**src/hw/ldc_defines.svh**
```systemverilog
// constants for the lamp driver control block
`ifndef LDC_DEFINES_SVH
`define LDC_DEFINES_SVH

// ****************************************
// clock
// ****************************************
`define LDC_CLK_PERIOD_NS   10

// ****************************************
// configuration register fields
// ****************************************
`define LDC_CFG_RESET       8'h18
`define LDC_CFG_USED_MASK   8'h9b
`define LDC_CFG_RETRY_BIT   7
`define LDC_CFG_SINK_BIT    4
`define LDC_CFG_INRUSH_BIT  3
`define LDC_CFG_PWM_LSB     0
`define LDC_CTRL_RESET      8'h00

// ****************************************
// timing, in ns, and cycle counts
// ****************************************
`define LDC_PWM100_PERIOD_NS 10000000
`define LDC_PWM1K_PERIOD_NS  1000000
`define LDC_PWM_STEPS        128
`define LDC_PWM100_STEP_CYC  ((`LDC_PWM100_PERIOD_NS / `LDC_CLK_PERIOD_NS) / `LDC_PWM_STEPS)
`define LDC_PWM1K_STEP_CYC   ((`LDC_PWM1K_PERIOD_NS / `LDC_CLK_PERIOD_NS) / `LDC_PWM_STEPS)
`define LDC_OC_QUAL_NS       1000
`define LDC_OC_QUAL_CYC      ((`LDC_OC_QUAL_NS + `LDC_CLK_PERIOD_NS - 1) / `LDC_CLK_PERIOD_NS)
`define LDC_INRUSH_NS        20000
`define LDC_INRUSH_CYC       ((`LDC_INRUSH_NS + `LDC_CLK_PERIOD_NS - 1) / `LDC_CLK_PERIOD_NS)
`define LDC_RETRY_ON_NS      10000
`define LDC_RETRY_ON_CYC     ((`LDC_RETRY_ON_NS + `LDC_CLK_PERIOD_NS - 1) / `LDC_CLK_PERIOD_NS)
`define LDC_RETRY_OFF_NS     100000
`define LDC_RETRY_OFF_CYC    ((`LDC_RETRY_OFF_NS + `LDC_CLK_PERIOD_NS - 1) / `LDC_CLK_PERIOD_NS)

`endif

```
**src/hw/ldc_pkg.sv**
```systemverilog
// types for the lamp driver control block
package ldc_pkg;

   // pwm source select, configuration bits 1:0
   typedef enum logic [1:0] {
      LDC_PWM_NONE  = 2'h0,
      LDC_PWM_100HZ = 2'h1,
      LDC_PWM_1KHZ  = 2'h2,
      LDC_PWM_EXTF  = 2'h3
   } ldc_pwm_mode_t;

   // over-current protection states
   typedef enum logic [1:0] {
      LDC_ST_RUN,
      LDC_ST_RETRY_OFF,
      LDC_ST_RETRY_ON,
      LDC_ST_LATCHED
   } ldc_oc_state_t;

   typedef logic [23:0] ldc_cnt_t;

endpackage

```
**src/hw/ldc_pwm_if.sv**
```systemverilog
// link between lamp control core and its pwm generator
`timescale 1ns/1ps
interface ldc_pwm_if;
   import ldc_pkg::*;
   ldc_pwm_mode_t mode;
   logic [6:0]    duty;
   logic          ext_edge;
   logic          pwm_on;

   modport gen (input mode, input duty, input ext_edge, output pwm_on);
   modport ctl (output mode, output duty, output ext_edge, input pwm_on);
endinterface

```
**src/hw/ldc_pwm_gen.sv**
```systemverilog
// internal pwm generator with 7-bit duty
`timescale 1ns/1ps
`include "ldc_defines.svh"
module ldc_pwm_gen
   import ldc_pkg::*;
#(
   parameter int STEP100_CYC = `LDC_PWM100_STEP_CYC,
   parameter int STEP1K_CYC  = `LDC_PWM1K_STEP_CYC
) (
   input  wire logic core_clk_in,
   input  wire logic rst_in,
   ldc_pwm_if.gen    pwm
);
   import ldc_pkg::*;

   logic [23:0] step_cnt_reg, step_cnt_next;
   logic [6:0]  phase_reg,    phase_next;
   logic        pwm_reg,      pwm_next;
   logic [23:0] step_len;

   // ****************************************
   // step timing and phase
   // ****************************************
   // ext-frequency mode reuses the 1 khz step; ext edges restart the period
   always_comb begin
      step_len      = (pwm.mode == LDC_PWM_100HZ) ? 24'(STEP100_CYC) : 24'(STEP1K_CYC);
      step_cnt_next = step_cnt_reg;
      phase_next    = phase_reg;
      if (pwm.mode == LDC_PWM_NONE) begin
         step_cnt_next = 24'h000000;
         phase_next    = 7'h00;
      end else if (pwm.mode == LDC_PWM_EXTF && pwm.ext_edge) begin
         step_cnt_next = 24'h000000;
         phase_next    = 7'h00;
      end else if (step_cnt_reg >= step_len - 24'h000001) begin
         step_cnt_next = 24'h000000;
         // ext-frequency mode holds at the end until the next edge
         if (!(pwm.mode == LDC_PWM_EXTF && phase_reg == 7'h7f)) begin
            phase_next = phase_reg + 7'h01;
         end
      end else begin
         step_cnt_next = step_cnt_reg + 24'h000001;
      end
      // [RULE6] duty from control bits
      // mode none passes the demand straight through
      pwm_next = (pwm.mode == LDC_PWM_NONE) ? 1'b1 : (phase_next < pwm.duty);
   end

   always_ff @(posedge core_clk_in or posedge rst_in) begin
      if (rst_in) begin
         step_cnt_reg <= 24'h000000;
         phase_reg    <= 7'h00;
         pwm_reg      <= 1'b0;
      end else begin
         step_cnt_reg <= step_cnt_next;
         phase_reg    <= phase_next;
         pwm_reg      <= pwm_next;
      end
   end

   assign pwm.pwm_on = pwm_reg;
endmodule

```
**src/hw/ldc_top.sv**
```systemverilog
// lamp driver control: on/off, pwm, over-current retry, open-load sink
`timescale 1ns/1ps
`include "ldc_defines.svh"

// Behaviour
// [RULE1] lamp bit in on/off word switches output
// [RULE2] retry: short on, long off under over-current
// [RULE3] config bit 4 gates open-load sink
// [RULE4] sink detects open filament as open-load
// [RULE5] config bit 3 adds inrush qualification delay
// [RULE6] internal pwm duty from control low bits
// [RULE7] host supplies external duty on input pin
// [RULE8] config bits 1:0 select pwm source
// [RULE9] config resets to sink and inrush enabled
// [RULE10] retry and inrush times are parameters
// [RULE11] over-current and open-load latched, readable
module ldc_top
   import ldc_pkg::*;
#(
   parameter int OC_QUAL_CYC   = `LDC_OC_QUAL_CYC,
   parameter int INRUSH_CYC    = `LDC_INRUSH_CYC,
   parameter int RETRY_ON_CYC  = `LDC_RETRY_ON_CYC,
   parameter int RETRY_OFF_CYC = `LDC_RETRY_OFF_CYC,
   parameter int STEP100_CYC   = `LDC_PWM100_STEP_CYC,
   parameter int STEP1K_CYC    = `LDC_PWM1K_STEP_CYC
) (
   input  wire logic       core_clk_in,
   input  wire logic       rst_in,
   input  wire logic       cfg_wr_in,
   input  wire logic [7:0] cfg_data_in,
   input  wire logic       ctrl_wr_in,
   input  wire logic [7:0] ctrl_data_in,
   input  wire logic       lamp_on_in,
   input  wire logic       ext_pwm_in,
   input  wire logic       oc_detect_in,
   input  wire logic       open_load_detect_in,
   input  wire logic       fault_clr_in,
   output logic            lamp_output_out,
   output logic            ol_sink_en_out,
   output logic [7:0]      cfg_out,
   output logic [7:0]      ctrl_out,
   output logic            oc_fault_out,
   output logic            open_load_fault_out
);
   import ldc_pkg::*;

   ldc_pwm_if pwm_bus ();

   logic [7:0]    cfg_reg,      cfg_next;
   logic [7:0]    ctrl_reg,     ctrl_next;
   logic          ext_prev_reg, ext_prev_next;
   ldc_oc_state_t st_reg,       st_next;
   ldc_cnt_t      qual_cnt_reg, qual_cnt_next;
   ldc_cnt_t      tmr_reg,      tmr_next;
   logic          out_reg,      out_next;
   logic          sink_reg,     sink_next;
   logic          oc_flt_reg,   oc_flt_next;
   logic          ol_flt_reg,   ol_flt_next;
   logic          demand;
   logic          oc_set;
   ldc_cnt_t      qual_limit;

   // saturation-safe end-of-count test, used by both retry timers; qualification compares inline
   function automatic logic cnt_done(input ldc_cnt_t cnt, input int lim);
      cnt_done = (cnt >= ldc_cnt_t'(lim) - 24'h000001);
   endfunction

   // ****************************************
   // register writes
   // ****************************************
   always_comb begin
      cfg_next      = cfg_reg;
      ctrl_next     = ctrl_reg;
      ext_prev_next = ext_pwm_in;
      // [RULE9] unused bits stay zero
      if (cfg_wr_in) begin
         cfg_next = cfg_data_in & `LDC_CFG_USED_MASK;
      end
      if (ctrl_wr_in) begin
         ctrl_next = ctrl_data_in;
      end
   end

   always_ff @(posedge core_clk_in or posedge rst_in) begin
      if (rst_in) begin
         cfg_reg      <= `LDC_CFG_RESET;
         ctrl_reg     <= `LDC_CTRL_RESET;
         ext_prev_reg <= 1'b0;
      end else begin
         cfg_reg      <= cfg_next;
         ctrl_reg     <= ctrl_next;
         ext_prev_reg <= ext_prev_next;
      end
   end

   // ****************************************
   // pwm generator
   // ****************************************
   // [RULE8] source select from config bits 1:0
   assign pwm_bus.mode     = ldc_pwm_mode_t'(cfg_reg[`LDC_CFG_PWM_LSB +: 2]);
   assign pwm_bus.duty     = ctrl_reg[6:0];
   assign pwm_bus.ext_edge = ext_pwm_in & ~ext_prev_reg;

   ldc_pwm_gen #(
      .STEP100_CYC (STEP100_CYC),
      .STEP1K_CYC  (STEP1K_CYC)
   ) u_pwm (
      .core_clk_in (core_clk_in),
      .rst_in      (rst_in),
      .pwm         (pwm_bus.gen)
   );

   // ****************************************
   // output demand and over-current protection
   // ****************************************
   always_comb begin
      // [RULE1] lamp bit switches the output
      // [RULE7] in mode none the host may drive duty on the pin
      demand = (lamp_on_in | (pwm_bus.mode == LDC_PWM_NONE && ext_pwm_in)) & pwm_bus.pwm_on;
      // [RULE5] inrush bit lengthens qualification
      qual_limit = cfg_reg[`LDC_CFG_INRUSH_BIT] ? ldc_cnt_t'(OC_QUAL_CYC + INRUSH_CYC)
                                                : ldc_cnt_t'(OC_QUAL_CYC);
      st_next       = st_reg;
      qual_cnt_next = 24'h000000;
      tmr_next      = tmr_reg;
      oc_set        = 1'b0;
      out_next      = 1'b0;
      case (st_reg)
         LDC_ST_RUN: begin
            out_next = demand;
            // only time over-current while the switch is closed
            if (out_reg && oc_detect_in) begin
               if (qual_cnt_reg >= qual_limit - 24'h000001) begin
                  oc_set   = 1'b1;
                  out_next = 1'b0;
                  tmr_next = 24'h000000;
                  st_next  = cfg_reg[`LDC_CFG_RETRY_BIT] ? LDC_ST_RETRY_OFF : LDC_ST_LATCHED;
               end else begin
                  qual_cnt_next = qual_cnt_reg + 24'h000001;
               end
            end
         end
         // [RULE2] long off period
         // [RULE10] parameterised retry times
         LDC_ST_RETRY_OFF: begin
            tmr_next = tmr_reg + 24'h000001;
            if (cnt_done(tmr_reg, RETRY_OFF_CYC)) begin
               tmr_next = 24'h000000;
               st_next  = LDC_ST_RETRY_ON;
            end
         end
         // [RULE2] short on probe, no inrush grace
         LDC_ST_RETRY_ON: begin
            out_next = demand;
            tmr_next = tmr_reg + 24'h000001;
            if (out_reg && oc_detect_in) begin
               oc_set   = 1'b1;
               out_next = 1'b0;
               tmr_next = 24'h000000;
               st_next  = LDC_ST_RETRY_OFF;
            end else if (cnt_done(tmr_reg, RETRY_ON_CYC)) begin
               tmr_next = 24'h000000;
               st_next  = LDC_ST_RUN;
            end
         end
         // stays off until fault is cleared or lamp is commanded off
         LDC_ST_LATCHED: begin
            if (fault_clr_in || !lamp_on_in) begin
               st_next = LDC_ST_RUN;
            end
         end
         default: begin
            st_next = LDC_ST_RUN;
         end
      endcase
      // [RULE3] sink follows config bit 4
      sink_next = cfg_reg[`LDC_CFG_SINK_BIT];
      // [RULE11] sticky faults, set wins over clear
      oc_flt_next = oc_set | (oc_flt_reg & ~fault_clr_in);
      // [RULE4] open filament seen only with sink on and switch open
      ol_flt_next = (sink_reg & ~out_reg & open_load_detect_in)
                    | (ol_flt_reg & ~fault_clr_in);
   end

   always_ff @(posedge core_clk_in or posedge rst_in) begin
      if (rst_in) begin
         st_reg       <= LDC_ST_RUN;
         qual_cnt_reg <= 24'h000000;
         tmr_reg      <= 24'h000000;
         out_reg      <= 1'b0;
         sink_reg     <= 1'b1;
         oc_flt_reg   <= 1'b0;
         ol_flt_reg   <= 1'b0;
      end else begin
         st_reg       <= st_next;
         qual_cnt_reg <= qual_cnt_next;
         tmr_reg      <= tmr_next;
         out_reg      <= out_next;
         sink_reg     <= sink_next;
         oc_flt_reg   <= oc_flt_next;
         ol_flt_reg   <= ol_flt_next;
      end
   end

   assign lamp_output_out     = out_reg;
   assign ol_sink_en_out      = sink_reg;
   assign cfg_out             = cfg_reg;
   assign ctrl_out            = ctrl_reg;
   assign oc_fault_out        = oc_flt_reg;
   assign open_load_fault_out = ol_flt_reg;
endmodule

```
**config.mk**
```make
export PLATFORM = sky130hd
export DESIGN_NAME = ldc_top
export DESIGN_NICKNAME = d
export VERILOG_FILES = /design/src/hw/ldc_pkg.sv /design/src/hw/ldc_pwm_if.sv /design/src/hw/ldc_pwm_gen.sv /design/src/hw/ldc_top.sv
export VERILOG_INCLUDE_DIRS = /design/src /design/src/hw
export SDC_FILE = /design/constraint.sdc
export NUM_CORES = 1
export LEC_CHECK = 0
export BUFFER_PORTS_ARGS = -buffer_cell sky130_fd_sc_hd__buf_4
export CAP_MARGIN = 10
export CORE_MARGIN = 4
export CORE_UTILIZATION = 45
export DETAILED_ROUTE_END_ITERATION = 6
export PLACE_DENSITY_LB_ADDON = 0.25
export RECOVER_POWER = 25
export REMOVE_ABC_BUFFERS = 1
export SYNTH_ARGS = -nofsm -noshare
export SYNTH_HDL_FRONTEND = slang
export SYNTH_SLANG_ARGS = --single-unit
```
**constraint.sdc**
```tcl
create_clock -name core_clk_in -period 9.5 [get_ports core_clk_in]
set_input_delay 1.9 -clock core_clk_in [delete_from_list [all_inputs] [get_ports core_clk_in]]
set_output_delay 1.9 -clock core_clk_in [all_outputs]
set_load 0.02 [all_outputs]
```
==> qor.txt <==
CTS tree - done
GR Layer Usage met2 - 24.77%
most frequent cells after synthesis - dfrtp_1, nor2_1, nand2_1
Die Footprint - 0.01238 mm^2
CTS Buf Count - 9
CTS sink cnt - 100
synth warn - 0
hold buffer count at CTS - 0
critical path launch point type - flop
final wirelength - 9198 um
CP max FO - 9
first-pass GRT wire length - 16370 um
required time of the critical path - 9.78 ns
Row Count - 37
Vert. Die Dim - 111.3 um
# fillers - 941
Final min period - 4.251 ns
Clock Path Buffers - 2
vias in the first global route - 3567
max-slew violations - 0
Die X - 111.3 um
total gr overflow - 0
Worst-Margin Slew - 1.066 ns
grt met1 use - 21.59%
Top-Level Pins - 45
top cell type by total area after synthesis - dfrtp_1
Design Area, Final - 0.005523 mm^2
syn_area_per_cell - 10.18 um^2
GP Congestion - 0.8060
total negative slack - 0 ns
RSZ-0062 raised after global routing - no
pwr/cell area - 189.2 mW/mm^2
Multi-input gate area - 0.002221 mm^2
Finished Core Util - 53.26%
Pleak - 2.477 nW
Layout Cells excl Fill - 669
Post-Syn Area - 0.004797 mm^2
Fin. Hold Viols - 0
Initial DRC Count - 158
Yosys reg bits - 100
hold slack - 0.3965 ns
status - finished, final reports clean
VDD IR-drop max - 0.09462 mV
DRC viols - 0
Design Power - 1.045 mW
via count - 3577
CTS resizes - 0
Yosys top cell area share - 50.60%
largest net degree at the start of global routing - 86
root buffer cell - clkbuf_8
H-tree depth - 3
initial antenna violation count - 0
peak-usage layer in the global routing report - met2
worst skew pair latency - 0.36 ns
maximum clock frequency - 235.2 MHz
Fin Clk Skew - 0.008103 ns
Via density - 5.347
# Max-Cap Violations - 0
Final ANT Viol Nets - 0
Setup WS pre-CTS - 5.240 ns
slew margin rel. - 28.48%
ratio of cells with drive above 1 in the final layout - 11.63%
post-DP HPWL - 6451 um
Avg WL per Cell - 13.75 um
Tot GR Track Use - 15.83%
worst setup margin - 5.249 ns
endpoint type of the worst setup path - flop
FF+latch area - 0.002506 mm^2
post-synth cell types - 53
final worst path period share - 44.75%
cell with the most instances after synthesis - dfrtp_1
main area contributors after synthesis - dfrtp_1, ha_1, nor2_1, nand2_1, nand3_1
ys flop type - dfrtp_1
Mapped Cells - 471
number of setup buffers added after CTS - 0
IO Port Bufs - 38
met3 GRT Util - 2.784%
Antenna Cells - 0
final setup vio count - 0
Critical Path AT - 4.53 ns
dpl cells - 653
HP Class - flop to flop
Initial Utilization - 46.26%
Cell Area, Placed - 0.005268 mm^2
WS Path Type - flop to flop
CORE AREA - 0.01037 mm^2
Post-synth EDFFs - 0
register area share after synthesis - 52.24%
area growth from synthesis to layout - 15.13%
clock transition at the registers of the reported paths - 0.09 ns
1st-pass router iterations - 4
Async S/R FF share, synth - 100.0%
Final #Nets - 576
==> final timing paths <==
path,startpoint,slack [ns],to,cells after the start
hold reg to reg,cfg_out[4]$_DFFE_PP1P_,0.40,ol_sink_en_out$_DFF_PP1_,0
max in group asynchronous,rst_in,6.41,cfg_out[7]$_DFFE_PP0P_,3
setup / recovery,cfg_out[1]$_DFFE_PP0P_,5.25,u_pwm.pwm.pwm_on$_DFF_PP0_,15
setup reg to reg,cfg_out[1]$_DFFE_PP0P_,5.25,u_pwm.pwm.pwm_on$_DFF_PP0_,15
hold / removal,cfg_out[4]$_DFFE_PP1P_,0.40,ol_sink_en_out$_DFF_PP1_,0
min in group asynchronous,rst_in,1.61,tmr_reg[15]$_DFFE_PP0P_,2
==> worst max-delay path, stage by stage, from the launching register on <==
cell,delay (ns)
dfrtp_1,0.47
nand2b_1,0.33
ha_1,0.38
and4_1,0.25
a221o_1,0.29
a311o_1,0.32
o21ai_1,0.46
o21ai_0,0.16
a21oi_1,0.20
ha_1,0.28
a21o_1,0.18
a21o_1,0.17
a21oi_1,0.13
o21ai_0,0.12
a211o_1,0.29
o22ai_1,0.16
==> layer usage <==
metal | wire length [um] | part of all wire, % | vias to the layer above
met1 | 4368 | 47 | 1753
met2 | 4294 | 47 | 57
met5 | 0 | 0 | -
met3 | 322 | 3.5 | 14
met4 | 214 | 2.3 | 0
li1 | - | - | 1753
==> cell type report <==
| type | instances | share of cell area, % |
|---|---|---|
| Tap cell | 136 | 3.081 |
| Clock buffer | 10 | 2.492 |
| Clock inverter | 6 | 2.424 |
| Sequential cell | 100 | 45.38 |
| Inverter | 20 | 1.382 |
| Multi-Input combinational cell | 358 | 40.21 |
| Timing Repair Buffer | 39 | 5.029 |
==> cells in the final DEF (no fill, tap or decap), types with 12 or more instances in the layout <==
| master | instances |
|---|---|
| nand3_1 | 30 |
| and3_1 | 12 |
| nor3_1 | 13 |
| conb_1 | 24 |
| nand2_1 | 45 |
| dfrtp_1 | 97 |
| inv_1 | 19 |
| xor2_1 | 16 |
| buf_4 | 33 |
| nor2_1 | 46 |
| ha_1 | 23 |
| o21ai_0 | 19 |
==> power by group <==
group | leakage (nW) | switching, mW | internal (mW)
clock network | 0.137 | 0.146 | 0.209
registers | 1.30 | 0.0231 | 0.453
logic | 1.04 | 0.134 | 0.0797
total | 2.48 | 0.303 | 0.742
==> logic make-up (layout without fill, tap and decap cells) <==
logic type               count (synthesis)  in the layout  synth area share [%]
XOR/XNOR                                24             24                 4.382
adder cells (fa/ha/maj)                 23             23                 5.999
other                                    1             24               0.07817
AO/OA/AOI/OAI                           88             88                 12.86
multiplexers                             7              7                 1.617
flip-flops                             100            100                 52.24
buffers and inverters                   36             75                 3.260
AND/OR/NAND/NOR                        192            192                 19.56
Note: power is estimated with default switching activity, not from simulation.
